$ cat src/charger_supervisor_pkg.sv
/*
  Package for the charger fault and regulation supervisor: register indices,
  field positions, reset values, codes and timing counts.
  Assumes a 100 MHz mclk and an external two-wire register port that presents
  decoded byte writes and reads at the documented register indices.
*/
// Behaviour
// - Switch peak overcurrent while charging: flag, pulse, stop
// - Battery voltage above threshold engages gate regulation
// - Entering voltage regulation sets flag, one pulse
// - Battery current above threshold reduces gate drive
// - Regulation held 650ms, timeout enabled: stop charging
// - Dropout above threshold past deglitch: stop charging
// - Deglitch length chosen by bit in 0x05
// - Die at 150C stops charging
// - No restart until die falls to 130C
// - Frequency select defaults 500kHz, field in 0x01
// - Host writes regulation thresholds; device compares them
// - Mode 010 starts divider init, 000 disabled
// - Masked event updates flag without interrupt pulse
package charger_supervisor_pkg;

  // Register indices on the two-wire port
  localparam logic [7:0] SWITCHING_CONFIG_ADDR  = 8'h01;
  localparam logic [7:0] PROTECTION_CONFIG_ADDR = 8'h05;
  localparam logic [7:0] CHARGE_CONTROL_ADDR    = 8'h10;
  localparam logic [7:0] EVENT_FLAG_ADDR        = 8'h11;
  localparam logic [7:0] EVENT_MASK_ADDR        = 8'h12;
  localparam logic [7:0] VBAT_THRESHOLD_ADDR    = 8'h13;
  localparam logic [7:0] IBAT_THRESHOLD_ADDR    = 8'h14;
  localparam logic [7:0] STATUS_ADDR            = 8'h15;

  // Field positions
  localparam int FREQ_SEL_LSB      = 0;
  localparam int DROPOUT_DEG_BIT   = 0;
  localparam int REG_TIMEOUT_BIT   = 1;
  localparam int CHARGE_MODE_LSB   = 0;

  // Reset values
  localparam logic [2:0] FREQ_SEL_500KHZ       = 3'h2;
  localparam logic [7:0] SWITCHING_CONFIG_RST  = 8'h02;
  localparam logic [7:0] PROTECTION_CONFIG_RST = 8'h00;
  localparam logic [7:0] THRESHOLD_RST         = 8'hFF;

  // Charge mode codes
  localparam logic [2:0] MODE_DISABLE = 3'h0;
  localparam logic [2:0] MODE_DIVIDER = 3'h2;

  // Event flag bit positions
  localparam int EV_PEAK   = 0;
  localparam int EV_VREG   = 1;
  localparam int EV_IREG   = 2;
  localparam int EV_DROP   = 3;
  localparam int EV_OTP    = 4;
  localparam int EV_TIMEOUT = 5;
  localparam int EVENT_COUNT = 6;

  // Timing
  localparam int CLK_MHZ            = 100;
  localparam int REG_TIMEOUT_MS     = 650;
  localparam int REG_TIMEOUT_CYCLES = REG_TIMEOUT_MS * 1000 * CLK_MHZ;
  localparam int DEG_SHORT_US       = 10;
  localparam int DEG_LONG_US        = 100;
  localparam int DEG_SHORT_CYCLES   = DEG_SHORT_US * CLK_MHZ;
  localparam int DEG_LONG_CYCLES    = DEG_LONG_US * CLK_MHZ;
  localparam int INT_PULSE_US       = 256;
  localparam int INT_PULSE_CYCLES   = INT_PULSE_US * CLK_MHZ;

  // Synchronised analog condition inputs
  typedef struct packed {
    logic peak_hs;
    logic peak_ls;
    logic dropout;
    logic temp_hot;
    logic temp_cool;
  } condition_type;

endpackage

$ cat src/interrupt_pulser.sv
/*
  Holds the open-drain interrupt line low for a fixed time after a trigger.
  Assumes triggers come from logic on mclk.
*/
`timescale 1ns/100ps
module interrupt_pulser
  import charger_supervisor_pkg::*;
#(
  parameter int PULSE_CYCLES = INT_PULSE_CYCLES
) (
  input  wire logic mclk,
  input  wire logic reset_n,
  input  wire logic trigger,
  output logic      pulse_active
);

  logic [31:0] count;
  logic [31:0] next_count;

  // A new trigger restarts the pulse rather than being dropped
  always_comb begin
    next_count = count;
    if (trigger) begin
      next_count = 32'(PULSE_CYCLES);
    end else if (count != 32'h0) begin
      next_count = count - 32'h1;
    end
  end

  always_ff @(posedge mclk) begin
    if (!reset_n) begin
      count <= 32'h0;
    end else begin
      count <= next_count;
    end
  end

  assign pulse_active = (count != 32'h0);

endmodule // interrupt_pulser

$ cat src/charger_supervisor.sv
/*
  Charger supervisor: protection paths, regulation timer, registers.
  Assumes analog comparators on the condition pins, an external two-wire
  serial slave presenting one-cycle byte writes/reads, and a pull-up on the
  interrupt line.
*/
`timescale 1ns/100ps
module charger_supervisor
  import charger_supervisor_pkg::*;
#(
  parameter int TIMEOUT_CYCLES = REG_TIMEOUT_CYCLES,
  parameter int PULSE_CYCLES   = INT_PULSE_CYCLES
) (
  input  wire logic       mclk,
  input  wire logic       reset_n,
  input  wire logic       reg_write,
  input  wire logic       reg_read,
  input  wire logic [7:0] reg_addr,
  input  wire logic [7:0] reg_wdata,
  output logic      [7:0] reg_rdata,
  input  wire logic       switch_peak_overcurrent_hs,
  input  wire logic       switch_peak_overcurrent_ls,
  input  wire logic       dropout_overvoltage,
  input  wire logic       die_hot,
  input  wire logic       die_cool,
  input  wire logic [7:0] battery_voltage,
  input  wire logic [7:0] battery_current,
  output logic      [7:0] input_fet_gate_drive,
  output logic      [2:0] switching_frequency_select,
  output logic      [2:0] charge_mode_field,
  output logic            interrupt_out_n_out,
  output logic            interrupt_out_n_oe
);

  // Three-stage synchronisers for the comparator pins
  condition_type raw;
  condition_type sync1;
  condition_type sync2;
  condition_type sync3;
  condition_type cond;
  condition_type next_cond;

  assign raw = '{peak_hs: switch_peak_overcurrent_hs, peak_ls: switch_peak_overcurrent_ls,
                 dropout: dropout_overvoltage, temp_hot: die_hot, temp_cool: die_cool};

  // Change accepted only once stages two and three agree
  always_comb begin
    next_cond = cond;
    for (int i = 0; i < $bits(condition_type); i++) begin
      if (sync2[i] == sync3[i]) begin
        next_cond[i] = sync2[i];
      end
    end
  end

  always_ff @(posedge mclk) begin
    if (!reset_n) begin
      sync1 <= '0;
      sync2 <= '0;
      sync3 <= '0;
      cond  <= '0;
    end else begin
      sync1 <= raw;
      sync2 <= sync1;
      sync3 <= sync2;
      cond  <= next_cond;
    end
  end

  // Register state
  logic [7:0]             switching_config;
  logic [7:0]             protection_config;
  logic [2:0]             charge_mode;
  logic [EVENT_COUNT-1:0] event_flag;
  logic [EVENT_COUNT-1:0] event_mask;
  logic [7:0]             vbat_threshold;
  logic [7:0]             ibat_threshold;
  logic                   otp_lock;
  logic [7:0]             gate_drive;
  logic                   vreg_prev;
  logic [31:0]            reg_timer;
  logic [31:0]            drop_timer;
  logic [7:0]             next_switching_config;
  logic [7:0]             next_protection_config;
  logic [2:0]             next_charge_mode;
  logic [EVENT_COUNT-1:0] next_event_flag;
  logic [EVENT_COUNT-1:0] next_event_mask;
  logic [7:0]             next_vbat_threshold;
  logic [7:0]             next_ibat_threshold;
  logic                   next_otp_lock;
  logic [7:0]             next_gate_drive;
  logic [31:0]            next_reg_timer;
  logic [31:0]            next_drop_timer;
  logic [7:0]             next_reg_rdata;

  logic                   charging;
  logic                   vreg_active;
  logic                   ireg_active;
  logic                   peak_fault;
  logic                   drop_fault;
  logic                   timeout_fault;
  logic [31:0]            drop_limit;
  logic [EVENT_COUNT-1:0] event_set;
  logic                   int_trigger;
  logic                   pulse_active;

  assign charging    = (charge_mode != MODE_DISABLE);
  assign vreg_active = charging && (battery_voltage > vbat_threshold);
  assign ireg_active = charging && (battery_current > ibat_threshold);
  assign peak_fault  = charging && (cond.peak_hs || cond.peak_ls);
  assign drop_limit  = protection_config[DROPOUT_DEG_BIT] ? 32'(DEG_LONG_CYCLES)
                                                          : 32'(DEG_SHORT_CYCLES);
  assign drop_fault  = charging && cond.dropout && (drop_timer >= drop_limit);
  assign timeout_fault = !protection_config[REG_TIMEOUT_BIT]
                         && (reg_timer >= 32'(TIMEOUT_CYCLES));

  // Event detection; voltage regulation flags only on entry
  always_comb begin
    event_set            = '0;
    event_set[EV_PEAK]   = peak_fault;
    event_set[EV_VREG]   = vreg_active && !vreg_prev;
    event_set[EV_IREG]   = ireg_active && !event_flag[EV_IREG];
    event_set[EV_DROP]   = drop_fault;
    event_set[EV_OTP]    = charging && cond.temp_hot;
    event_set[EV_TIMEOUT] = charging && timeout_fault;
  end

  // Masked events still set their flag but do not pulse
  assign int_trigger = |(event_set & ~event_flag & ~event_mask);

  // Timers: dropout deglitch and regulation persistence.
  // Saturate only while the condition stands, so a stop never leaves a stale count behind
  always_comb begin
    next_drop_timer = 32'h0;
    if (charging && cond.dropout) begin
      next_drop_timer = (drop_timer == 32'hFFFF_FFFF) ? drop_timer : drop_timer + 32'h1;
    end
    // Restart when both regulations go idle before timeout
    next_reg_timer = 32'h0;
    if (vreg_active || ireg_active) begin
      next_reg_timer = (reg_timer >= 32'(TIMEOUT_CYCLES)) ? reg_timer : reg_timer + 32'h1;
    end
  end

  // Gate drive regulation: step down while either regulation is active
  always_comb begin
    next_gate_drive = gate_drive;
    if (!charging) begin
      next_gate_drive = 8'hFF;
    end else if ((vreg_active || ireg_active) && gate_drive != 8'h00) begin
      next_gate_drive = gate_drive - 8'h01;
    end else if (!vreg_active && !ireg_active && gate_drive != 8'hFF) begin
      next_gate_drive = gate_drive + 8'h01;
    end
  end

  // Register writes, charge mode control, flags and lockout
  always_comb begin
    next_switching_config  = switching_config;
    next_protection_config = protection_config;
    next_charge_mode       = charge_mode;
    next_event_mask        = event_mask;
    next_vbat_threshold    = vbat_threshold;
    next_ibat_threshold    = ibat_threshold;
    next_otp_lock          = otp_lock;
    next_event_flag        = event_flag;
    next_reg_rdata         = reg_rdata;
    if (reg_write) begin
      case (reg_addr)
        SWITCHING_CONFIG_ADDR:  next_switching_config  = reg_wdata;
        PROTECTION_CONFIG_ADDR: next_protection_config = reg_wdata;
        EVENT_MASK_ADDR:        next_event_mask        = reg_wdata[EVENT_COUNT-1:0];
        VBAT_THRESHOLD_ADDR:    next_vbat_threshold    = reg_wdata;
        IBAT_THRESHOLD_ADDR:    next_ibat_threshold    = reg_wdata;
        CHARGE_CONTROL_ADDR: begin
          // Startup refused while over-temperature lockout stands
          if (!otp_lock || reg_wdata[2:0] == MODE_DISABLE) begin
            next_charge_mode = reg_wdata[2:0];
          end
        end
        default: ;
      endcase
    end
    // Reading the flag register clears it; new events win
    if (reg_read) begin
      case (reg_addr)
        SWITCHING_CONFIG_ADDR:  next_reg_rdata = switching_config;
        PROTECTION_CONFIG_ADDR: next_reg_rdata = protection_config;
        CHARGE_CONTROL_ADDR:    next_reg_rdata = {5'h00, charge_mode};
        EVENT_FLAG_ADDR: begin
          next_reg_rdata  = {2'h0, event_flag};
          next_event_flag = '0;
        end
        EVENT_MASK_ADDR:        next_reg_rdata = {2'h0, event_mask};
        VBAT_THRESHOLD_ADDR:    next_reg_rdata = vbat_threshold;
        IBAT_THRESHOLD_ADDR:    next_reg_rdata = ibat_threshold;
        STATUS_ADDR:            next_reg_rdata = {4'h0, otp_lock, ireg_active, vreg_active, charging};
        default:                next_reg_rdata = 8'h00;
      endcase
    end
    next_event_flag = next_event_flag | event_set;
    // Lockout sets at hot and releases only when cool
    if (cond.temp_hot) begin
      next_otp_lock = 1'b1;
    end else if (cond.temp_cool) begin
      next_otp_lock = 1'b0;
    end
    // Any fault forces the disable code, overriding a same-cycle write
    if (peak_fault || drop_fault || timeout_fault || cond.temp_hot) begin
      next_charge_mode = MODE_DISABLE;
    end
  end

  always_ff @(posedge mclk) begin
    if (!reset_n) begin
      switching_config  <= SWITCHING_CONFIG_RST;
      protection_config <= PROTECTION_CONFIG_RST;
      charge_mode       <= MODE_DISABLE;
      event_flag        <= '0;
      event_mask        <= '0;
      vbat_threshold    <= THRESHOLD_RST;
      ibat_threshold    <= THRESHOLD_RST;
      otp_lock          <= 1'b0;
      gate_drive        <= 8'hFF;
      vreg_prev         <= 1'b0;
      reg_timer         <= 32'h0;
      drop_timer        <= 32'h0;
      reg_rdata         <= 8'h00;
    end else begin
      switching_config  <= next_switching_config;
      protection_config <= next_protection_config;
      charge_mode       <= next_charge_mode;
      event_flag        <= next_event_flag;
      event_mask        <= next_event_mask;
      vbat_threshold    <= next_vbat_threshold;
      ibat_threshold    <= next_ibat_threshold;
      otp_lock          <= next_otp_lock;
      gate_drive        <= next_gate_drive;
      vreg_prev         <= vreg_active;
      reg_timer         <= next_reg_timer;
      drop_timer        <= next_drop_timer;
      reg_rdata         <= next_reg_rdata;
    end
  end

  interrupt_pulser #(
    .PULSE_CYCLES (PULSE_CYCLES)
  ) u_pulser (
    .mclk         (mclk),
    .reset_n      (reset_n),
    .trigger      (int_trigger),
    .pulse_active (pulse_active)
  );

  // Open drain: drive low only while pulsing
  assign interrupt_out_n_out        = 1'b0;
  assign interrupt_out_n_oe         = pulse_active;
  assign input_fet_gate_drive       = gate_drive;
  assign switching_frequency_select = switching_config[FREQ_SEL_LSB +: 3];
  assign charge_mode_field          = charge_mode;
endmodule // charger_supervisor

$ cat config.mk
export PLATFORM = sky130hd
export DESIGN_NAME = charger_supervisor
export DESIGN_NICKNAME = d
export VERILOG_FILES = /design/src/charger_supervisor_pkg.sv /design/src/interrupt_pulser.sv /design/src/charger_supervisor.sv
export SDC_FILE = /design/constraint.sdc
export NUM_CORES = 1
export LEC_CHECK = 0
export BUFFER_PORTS_ARGS = -buffer_cell sky130_fd_sc_hd__clkbuf_2
export CAP_MARGIN = 20
export CORE_UTILIZATION = 46
export DETAILED_ROUTE_END_ITERATION = 10
export SYNTH_ARGS = -nofsm -noshare
export SYNTH_HDL_FRONTEND = slang
export SYNTH_HIERARCHICAL = 1
export SYNTH_SLANG_ARGS = --single-unit
export TNS_END_PERCENT = 5
$ cat constraint.sdc
create_clock -name mclk -period 3.65 [get_ports mclk]
set_input_delay 0.365 -clock mclk [delete_from_list [all_inputs] [get_ports mclk]]
set_output_delay 0.365 -clock mclk [all_outputs]
set_load 0.01 [all_outputs]
-- After elaboration in Yosys (flattened, before gate mapping)
Cells that the tools add are included.
- RAM bits: 0
- output and inout port bits: 24
- memories kept: 0
- bits in read-only memories: 0
- latch bits: 0
- flip-flop bits (word level): 181
- muxes and demuxes: 10
- eq/ne operators: 15
- order comparisons: 4
- multipliers: 0
- div/mod/pow operators: 0
- bitwise logic cells: 6
- shift operators: 0
- reduce and logical (&&, ||, !) cells: 44
- add/subtract/negate cells: 5
- operators with widths (operator ; number):
    $add A32 B1 Y32 const B ; 2
    $pmux W8 S8 ; 1
    $eq A8 B5 Y1 const B ; 6
    $eq A32 B32 Y1 const B ; 1
    $ge A32 B14 Y1 ; 1
    $ge A32 B26 Y1 const B ; 1
    $reduce_bool A32 Y1 ; 1
    $sub A32 B1 Y32 const B ; 1
    $mux W15 ; 2
    $gt A8 B8 Y1 ; 2
    $mux W8 ; 2
    $reduce_and A2 Y1 ; 8
    $mux W14 ; 1
    $logic_and A1 B1 Y1 ; 13
    $and A6 B6 Y6 ; 2
    $mux W6 ; 2
    $not A6 Y6 ; 2
    $add A8 B1 Y8 const B ; 1
    $eq A8 B1 Y1 const B ; 1
    $eq A8 B3 Y1 const B ; 1
    $ne A8 B8 Y1 const B ; 1
    $reduce_bool A8 Y1 ; 1
    $sub A8 B1 Y8 const B ; 1
    $reduce_or A7 Y1 ; 1
    other kinds (12) ; 29

-- Longest topological paths before layout
Gate-level depths: netlist of run 1.
- depth in word-level cells: 7
- depth in mapped cells: 17

-- Modules after synthesis
The synthesis of run 1 kept the hierarchy.
- by module, submodules not included (module ; instances ; area an instance (um^2) ; seq. area each (um^2) ; cells an instance):
    charger_supervisor ; 1 ; 7230.7 ; 2982.9 ; 874
    interrupt_pulser ; 1 ; 1646.6 ; 640.6 ; 194

-- Worst setup path before layout of run 1
Ideal clock, no wire load.
- kind: register -> register
- from: reg charge_mode[2], in the netlist charge_mode_field[2]
- to: reg gate_drive[7], in the netlist input_fet_gate_drive[7]
- clock period less this slack: 3068 ps
- setup time: 63 ps
- arrival: 3005 ps
- data required time: 3587 ps
- stages on the path, launching flop included: 16
- path slack: 582 ps
- path buffers: 1
- cells stage by stage: dfxtp_1 > or3_1 > clkbuf_1 > o21ai_0 > a21oi_1 > a21oi_1 > nand2_1 > nand2_1 > inv_1 > ha_1 > nand3_1 > o211ai_1 > o41ai_1 > or4_1 > a21oi_1 > nand3b_1
- word-level cells in the longest chain between the ends: 6
- elaborated cells between the ends (all ways): 12
- those cells by class: mux (1); reduce/logical (11)
- RTL lines (element ; line ; RTL):
    start, declared ; charger_supervisor.sv:73 ; logic [2:0] charge_mode;
    start signal, assigned ; charger_supervisor.sv:232 ; charge_mode <= next_charge_mode;
    $reduce_bool A3 Y1 (*) ; charger_supervisor.sv:107 ; assign charging = (charge_mode != MODE_DISABLE);
    $logic_and A1 B1 Y1 (on tied branches) ; charger_supervisor.sv:108, charger_supervisor.sv:109 ;
    $logic_not A1 Y1 ; charger_supervisor.sv:152 ; end else if (!vreg_active && !ireg_active && gate_drive != 8'hFF) begin
    $logic_and A1 B1 Y1 (2 in a row) ; charger_supervisor.sv:152 ;
    $reduce_bool A2 Y1 (no source line) ; -- ;
    end signal, assigned ; charger_supervisor.sv:238 ; gate_drive <= next_gate_drive;
    end, declared ; charger_supervisor.sv:79 ; logic [7:0] gate_drive;
Every way passes the cells marked *; elsewhere a longest branch is shown, timed or not.
A chain may end at the register's enable or synchronous reset.

-- Worst setup path after layout of run 1
- from: reg u_pulser.count[0]
- to: out interrupt_out_n_oe
- word-level cells in the longest chain between the ends: 1
- RTL lines (element ; line ; RTL):
    start, declared ; interrupt_pulser.sv:17 ; logic [31:0] count;
    start signal, assigned ; interrupt_pulser.sv:34 ; count <= next_count;
    $reduce_bool A32 Y1 ; interrupt_pulser.sv:38 ; assign pulse_active = (count != 32'h0);
    end, declared ; charger_supervisor.sv:32 ; output logic interrupt_out_n_oe
Every way passes these cells.

==> results of run 1 <==
## metrics by stage
stage | setup WS, ns | cells | utilization | area (um^2)
final | 0.315 | 1393 | 0.535 | 10100
after global routing | 0.0971 | 1393 | 0.535 | 10100
after CTS | 0.281 | 1392 | 0.534 | 10000
after floorplan | 0.582 | 1068 | - | 8880
after global placement | 0.338 | 1360 | 0.500 | 9420
after detailed placement | 0.307 | 1360 | 0.500 | 9420
## worst max-delay path: cells and delay by family (launching register included)
kind / cells / cell delay, ns
adder cells (fa/ha/maj): 1 / 0.23
AND/OR/NAND/NOR: 3 / 1.56
flip-flops: 1 / 0.32
buffers and inverters: 3 / 0.42
## layer usage
metal,global-route usage,up-vias
met4,0.0515,0
li1,-,3866
met3,0.0455,12
met5,0,-
met1,0.303,3436
met2,0.324,150
## final cells by class
cell class                      count  area share
Clock inverter                     12      0.0165
Multi-Input combinational cell    793       0.483
Timing Repair Buffer               79      0.0452
Clock buffer                       20      0.0453
Tap cell                          260      0.0323
Sequential cell                   181       0.360
Inverter                           48      0.0179
## timing repair
| item | CTS | global route |
|---|---|---|
| gates resized for setup | 0 | 1 |
| setup endpoints to repair | 0 | 2 |
| endpoints found under the hold margin | 0 | 0 |
## power by group
| part | switching [mW] | leakage [nW] | internal, mW | total [mW] |
|---|---|---|---|---|
| Clock | 0.803 | 0.292 | 1.13 | 1.93 |
| Combinational | 0.843 | 2.10 | 0.510 | 1.35 |
| Sequential | 0.152 | 1.46 | 2.12 | 2.27 |
## registers in the layout, summed over array words and instances (netlist names)
register,count
drop_timer,32
reg_timer,32
u_pulser/count,32
ibat_threshold,8
input_fet_gate_drive,8
protection_config,8
reg_rdata,8
switching_config,8
vbat_threshold,8
event_flag,6
event_mask,6
cond,5
sync1,5
sync2,5
sync3,5
charge_mode_field,3
otp_lock,1
vreg_prev,1
## cells in the final DEF (no fill, tap or decap), drive strengths merged, types with 18 or more instances in the layout
master  synthesis  routed
ha             34      34
or3            22      22
nand4          28      28
nor2          156     156
nor3           28      28
xor2           19      19
nor4           18      18
a21oi          60      60
nand3          43      43
nand2         100     100
dfxtp         181     181
and2           21      21
clkbuf         28      83
o21ai          48      48
inv            48      52
mux2i          34      34
xnor2          43      43
## final timing paths
| kind | slack (ns) | cells past startpoint | to | startpoint |
|---|---|---|---|---|
| worst min-delay path | 0.15 | 2 | sync1[3]$_SDFF_PN0_ | switch_peak_overcurrent_ls |
| worst max register to register | 0.44 | 16 | input_fet_gate_drive[7]$_SDFFE_PN1P_ | ibat_threshold[5]$_SDFFE_PN1P_ |
| worst min register to register | 0.44 | 1 | sync2[1]$_SDFF_PN0_ | sync1[1]$_SDFF_PN0_ |
| worst max-delay path | 0.31 | 7 | interrupt_out_n_oe | u_pulser/count[0]$_SDFFE_PP0P_ |
## logic make-up after synthesis
| group | Yosys count | share of synthesized area |
|---|---|---|
| XOR/XNOR | 62 | 0.0612 |
| multiplexers | 37 | 0.0434 |
| adder cells (fa/ha/maj) | 35 | 0.0502 |
| flip-flops | 181 | 0.408 |
| buffers and inverters | 94 | 0.0436 |
| AND/OR/NAND/NOR | 478 | 0.268 |
| other | 1 | 0.000422 |
| AO/OA/AOI/OAI | 180 | 0.126 |
==> summary.md, run 1 <==
| Metric | Value |
|---|---|
| Largest net degree at the start of global routing | 42 |
| Layout net count | 1196 |
| WHS | 0.146 ns |
| Port Buffers | 63 |
| N_diodes | 0 |
| Vias in the first global route | 6773 |
| Setup TNS | 0 ns |
| Worst EP required | 3.28 ns |
| RSZ-0062 raised after global routing | false |
| Top post-synthesis cells by count | 181 x dfxtp_1, 156 x nor2_1, 99 x nand2_1, 59 x a21oi_1 |
| Sinks on Clock Net | 181 |
| Post-CTS Setup Inserts | 0 |
| Arrival time worst endpoint | 2.97 ns |
| Wire length on met3 | approximately 810 um |
| Avg Synthesized Cell Area | 8.31 um^2 |
| Seq/Total Area, Yosys | 0.408 |
| First-pass GRT wire length | ~34000 um |
| Post-synth top area cell | dfxtp_1 |
| CP max FO | 15 |
| Total leakage power | 3.86 nW |
| Max layer used | met4 |
| DRC | 0 |
| Core area | 0.0188 mm^2 |
| Type of origin of the critical path | register |
| Hold Vio Cnt, Final | 0 |
| Type of the worst min-delay path | input pin to register |
| GPL Wtd Cong | 0.823 |
| Initial core utilization | 0.471 |
| Slew margin rel. | 0.359 |
| Fillers | 1808 |
| CTS tree | done |
| CP max-delay cell | or3_1 |
| # rows | 50 |
| Final setup viols | 0 |
| Main flop type after synthesis | dfxtp_1 |
| Wirelength per Cell | 14.7 um |
| Cells after Synth | 1068 |
| Worst-Skew Late Latency | ~0.43 ns |
| Slew Limit Fails | 0 |
| Critical path class | register to primary output |
| Seq. cell area | between 0.003 and 0.004 mm^2 |
| Top cell type's share of synthesized area | 0.408 |
| CTS H-tree lvls | 4 |
| Initial drt markers | 467 |
| Grt ovf | 0 |
| Fmax | 0.300 GHz |
| Fin Clk Skew | 0.0174 ns |
| Worst-Margin Slew | about 0.96 ns |
| Post-layout min period | 3.34 ns |
| GRT Total Usage | 0.212 |
| Pwr/cell area | around 550 mW/mm^2 |
| Share of layout cells above drive strength 1 | 0.113 |
| Hold-fix buffers, CTS | 0 |
| Routed length on met1 | 10600 um |
| FFs w/ async S/R, synth | 0 |
| Maximum VDD drop | 318 uV |
| Clock-pin slew on the worst setup and hold paths | 0.07 ns |
| Die width | 141 um |
| Max-Cap Viols | 0 |
| Chip height | 141 um |
| Cell area after synthesis | 0.00888 mm^2 |
| Critical-path cell list | inv_1 > ha_1 > or4b_4 > or3_1 > nor3_2 > inv_1 > clkbuf_2 |
| Most common cell on crit path | inv_1 |
| Status | completed |
| CTS buffer count | 17 |
| Vias per cell | 5.36 |
| Initial antenna violation count | 0 |
| Via count | between 7000 and 8000 |
| Root Driver | clkbuf_16 |
| Area grow syn2layout | 13.5% |
| Most frequent cell after synthesis | dfxtp_1 |
| Post-synthesis net count | 1144 |
| Setup crit end kind | primary output |
| Yosys reg bits | 181 |
| Synth warn | 6 |
| Detailed Route WL | 20500 um |
| Detailed Routing Iterations Pass 1 | 5 |
| ANT nets after route | 0 |
| Die area | 0.0199 mm^2 |
| Top cells by area, synth | dfxtp_1 41%, nor2_1 6.6%, ha_1 4.8% |
| Tcrit/Tclk final | 0.914 |
| Post-synth cell types | 73 |
| Metal2 WL | 9010 um |
| Area occupied by multi-input gates | 0.00487 mm^2 |
| Largest stage delay on the critical path | approximately 0.63 ns |
| DPL Wire Length | ~15000 um |
| Top Ports | 65 |
| Tot Pwr | 5.55 mW |
| Post-synth EDFFs | 0 |
| CTS max path bufs | 2 |
(Power assumes the default switching activity.)
==> run 2: changes to the inputs <==
--- a/config.mk
+++ b/config.mk
@@ -5,6 +5,7 @@
 export SDC_FILE = /design/constraint.sdc
 export NUM_CORES = 1
 export LEC_CHECK = 0
+export ABC_AREA = 1
 export BUFFER_PORTS_ARGS = -buffer_cell sky130_fd_sc_hd__clkbuf_2
 export CAP_MARGIN = 20
 export CORE_UTILIZATION = 46
==> constraint.sdc (replaced) <==
create_clock -name mclk -period 3.65 [get_ports mclk]
set_input_delay 0.365 -clock mclk [delete_from_list [all_inputs] [get_ports mclk]]
set_output_delay 0.365 -clock mclk [all_outputs]
set_load 0.02 [all_outputs]
==> run 2 against run 1 <==
  * Sequential share of layout area fell by 3.7 points
  * Non-clock buffer count decreased by 13
  * First-iteration DRC count is 35% higher
  * Maximum frequency rose by 17%
  * Critical endpoint is now input_fet_gate_drive[7]$_SDFFE_PN1P_
  * Clock power shrank 5%
  * Clock-buffer cell count fell by 1
  * Global-route usage grew 1.6 points
  * Cell area is 11% higher
  * Die area is 14% higher
  * Worst hold slack got worse by 0.039 ns
  * Cell count rose by 34%
  * Combinational power about the same
==> summary.md, run 2 <==
| Metric | Value |
|---|---|
| Max-Cap Viols | 0 (unchanged) |
| Largest net degree at the start of global routing | 41 (-2.4%) |
| Clock power share | 0.345 (-0.003) |
| Most frequent cell after synthesis | nand2_1 |
| Share of layout cells above drive strength 1 | 0.117 (+0.00411) |
| Synth warn | 6 (unchanged) |
| Top cell type's share of synthesized area | 0.356 (-0.0518) |
| Final setup viols | 0 (unchanged) |
| First-pass GRT wire length | 40800 um (+21%) |
| Post-synthesis net count | 1592 (+39%) |
| Slew Limit Fails | 0 (unchanged) |
| Area grow syn2layout | 10.4% |
| CP max-delay cell | ha_1 |
| Detailed Route WL | 25000 um (+21%) |
| Critical-path cell list | inv_1 > ha_1 > a21o_1 > a21oi_1 > nand2_1 > nand2_1 > nand2_2 > nand2_2 > inv_1 > ha_1 > a21oi_1 > nand2_1 > a31oi_1 > inv_1 > nand2_1 > nand3_1 > nand2_1 > nand2_1 |
| Via count | 9340 (+25%) |
| Root Driver | clkbuf_16 |
| Core area | 0.0218 mm^2 (+16%) |
| Net switching power | 1.84 mW (+2.2%) |
| Detailed Routing Iterations Pass 1 | 5 (unchanged) |
| Top cells by area, synth | dfxtp_1 36%, nand2_1 14%, inv_1 7.6% |
| Post-layout min period | 2.85 ns (-0.487 ns) |
| Post-CTS sizing | 0 (unchanged) |
| Setup crit end kind | register |
| DPL Wire Length | 18700 um (+27%) |
| Cell area after synthesis | 0.0102 mm^2 (+15%) |
| Comb pwr share | 0.247 (+0.003) |
| Largest regs | drop_timer (32), reg_timer (32), u_pulser/count (32) |
| Area occupied by multi-input gates | 0.00549 mm^2 (+13%) |
| Fillers | 2210 (+22%) |
| Int Power | 3.50 mW (-6.9%) |
| Place WS | 0.734 ns (+0.427 ns) |
| Top Ports | 65 (unchanged) |
| Slew margin rel. | 0.629 (+0.270) |
| Clock-pin slew on the worst setup and hold paths | 0.08 ns (about the same) |
| Pwr/cell area | 475 mW/mm^2 (-14%) |
| Setup TNS | 0 ns (unchanged) |
| Sequential share of power | 0.407 (-0.002) |
| Final setup margin | 0.802 ns (+0.487 ns) |
| Maximum VDD drop | 357 uV (+12%) |
| Layout net count | 1643 (+37%) |
| Type of the worst min-delay path | input pin to register |
| CTS buffer count | 17 (unchanged) |
| Cells after Synth | 1516 (+42%) |
| Main flop type after synthesis | dfxtp_1 |
| Largest stage delay on the critical path | 0.35 ns (-0.28 ns) |
| Top post-synthesis cells by count | 372 x nand2_1, 206 x inv_1, 188 x nor2_1, 181 x dfxtp_1, 95 x nand3_1 |
| Die area | 0.0227 mm^2 (+14%) |
| Commonest non-fill, non-tap cell in the layout | nand2_1 |
| Placed cells | 1828 (+34%) |
| Port Buffers | 63 (unchanged) |
| Die width | 151 um (+6.9%) |
| Post-synth top area cell | dfxtp_1 |
| Final core utilization | 0.516 (-0.0193) |
| Net Sw Frac | 0.345 (+0.0207) |
| Critical path class | register to register |
| Worst-Skew Late Latency | 0.44 ns (about the same) |
| FFs w/ async S/R, synth | 0 (unchanged) |
| Grt ovf | 0 (unchanged) |
| CTS H-tree lvls | 4 (unchanged) |
| Fin cells | 1860 (+34%) |
| Vias in the first global route | 8375 (+24%) |
| Seq. cell area | 0.00362 mm^2 (unchanged) |
| Seq/Total Area, Yosys | 0.356 (-0.0518) |
| Post-CTS Setup Inserts | 0 (unchanged) |
| Initial drt markers | 631 (+35%) |
| GPL Wtd Cong | 0.877 (+6.5%) |
| Wirelength per Cell | 13.4 um (-9.0%) |
| ANT nets after route | 0 (unchanged) |
| Post-synth EDFFs | 0 (unchanged) |
| CTS max path bufs | 2 (unchanged) |
| RSZ-0062 raised after global routing | false |
| Buf/Inv on CP | 3 (unchanged) |
| CP max FO | 6 (-9) |
| CTS tree | done |
| Tcrit/Tclk final | 0.780 (-0.134) |
| Avg Synthesized Cell Area | 6.71 um^2 (-19%) |
| Initial core utilization | 0.467 (-0.00404) |
| Post-synth cell types | 48 (-34%) |
| Hold Vio Cnt, Final | 0 (unchanged) |
| Status | completed |
| DRC | 0 (unchanged) |
| Worst EP required | 3.97 ns (+0.69 ns) |
| Most frequent cells in the layout | 372 x nand2_1, 206 x inv_1, 188 x nor2_1 |
| Total leakage power | 5.09 nW (+32%) |
| Yosys reg bits | 181 (unchanged) |
| Arrival time worst endpoint | 3.17 ns (+0.20 ns) |
| Fin Clk Skew | 0.0179 ns (+0.000530 ns) |
| GRT Total Usage | 0.228 (+0.0159) |
| Delay-heaviest family, CP | simple AND/OR/NAND/NOR gates |
| Sinks on Clock Net | 181 (unchanged) |
| Type of origin of the critical path | register |
| Most common cell on crit path | nand2_1 |
| Chip height | 151 um (+6.9%) |
| Fmax | 0.351 GHz (+17%) |
| Vias per cell | 5.02 (-6.3%) |
| # rows | 54 (+8.0%) |
| Hold-fix buffers, CTS | 0 (unchanged) |
| Initial antenna violation count | 0 (unchanged) |
| Worst-Margin Slew | 0.555 ns (-0.403 ns) |
| N_diodes | 0 (unchanged) |
run 2: changes by cell type after synthesis, sizes merged, moves of 21 or more:
cell | before | now
nand3 | 43 | 102
xnor2 | 43 | 16
a21oi | 60 | 97
o21ai | 48 | 71
nand2 | 100 | 391
or3 | 22 | 0
and2 | 21 | 0
inv | 48 | 219
mux2i | 34 | 0
nor2 | 156 | 215
run 2: final timing paths:
path                                       start                                    to  slack [ns]  cells after the start
setup reg to reg  ibat_threshold[5]$_SDFFE_PN1P_  input_fet_gate_drive[7]$_SDFFE_PN1P_        0.80                     18
hold / removal        switch_peak_overcurrent_ls                   sync1[3]$_SDFF_PN0_        0.11                      3
hold reg to reg              sync1[4]$_SDFF_PN0_                   sync2[4]$_SDFF_PN0_        0.42                      2
setup / recovery  ibat_threshold[5]$_SDFFE_PN1P_  input_fet_gate_drive[7]$_SDFFE_PN1P_        0.80                     18
run 2: worst reg2reg max path, delay by kind of cell (launching register included):
| family | cells | cell delay, ns |
|---|---|---|
| simple gates | 9 | 0.82 |
| flops | 1 | 0.32 |
| fa+ha+maj | 2 | 0.65 |
| buf+inv | 3 | 0.27 |
| compound gates | 4 | 0.68 |
run 2: layer usage:
metal  track usage  vias to the layer above  share of wire
met1         0.313                     4175           0.50
met4        0.0760                        0          0.016
met2         0.365                      182           0.45
li1              -                     4956              -
met3        0.0327                       27          0.037
met5             0                        -              0
run 2: layout make-up:
type                    instances  area share
clock buffers                  19      0.0395
well taps                     280      0.0312
clock inverters                13      0.0127
multi-input cells            1080       0.490
flip-flops and latches        181       0.323
inverters                     221      0.0741
repair buffers                 66      0.0301
run 2: power groups by stage:
stage	Combinational [mW]	Clock, mW	Sequential, mW
after global placement	1.30	0	2.22
after detailed placement	1.32	0	2.22
after CTS	1.32	1.88	2.17
after global routing	1.52	1.96	2.19
after floorplan	1.08	0	2.19
final	1.32	1.84	2.17
run 2: cells by family (layout without fill, tap and decap cells):
group                      Yosys count  count (layout)  synth area share
buffers and inverters              255             319             0.103
AOI/OAI and AO/OA                  199             199             0.106
adders and majority gates           35              35            0.0438
DFF                                181             181             0.356
and+or+nand+nor                    818             818             0.367
xor gates and xnor gates            27              27            0.0233
other                                1               1          0.000369
run 2: through the flow:
| step | power (mW) | area (um^2) | hold WS, ns |
|---|---|---|---|
| 6_report | 5.33 | 11200 | 0.107 |
| 5_1_grt | 5.67 | 11200 | 0.0999 |
| 2_1_floorplan | 3.27 | 10200 | 0.390 |
| 3_3_place_gp | 3.52 | 10600 | 0.396 |
| 3_5_place_dp | 3.54 | 10600 | 0.413 |
| 4_1_cts | 5.38 | 11200 | 0.0914 |
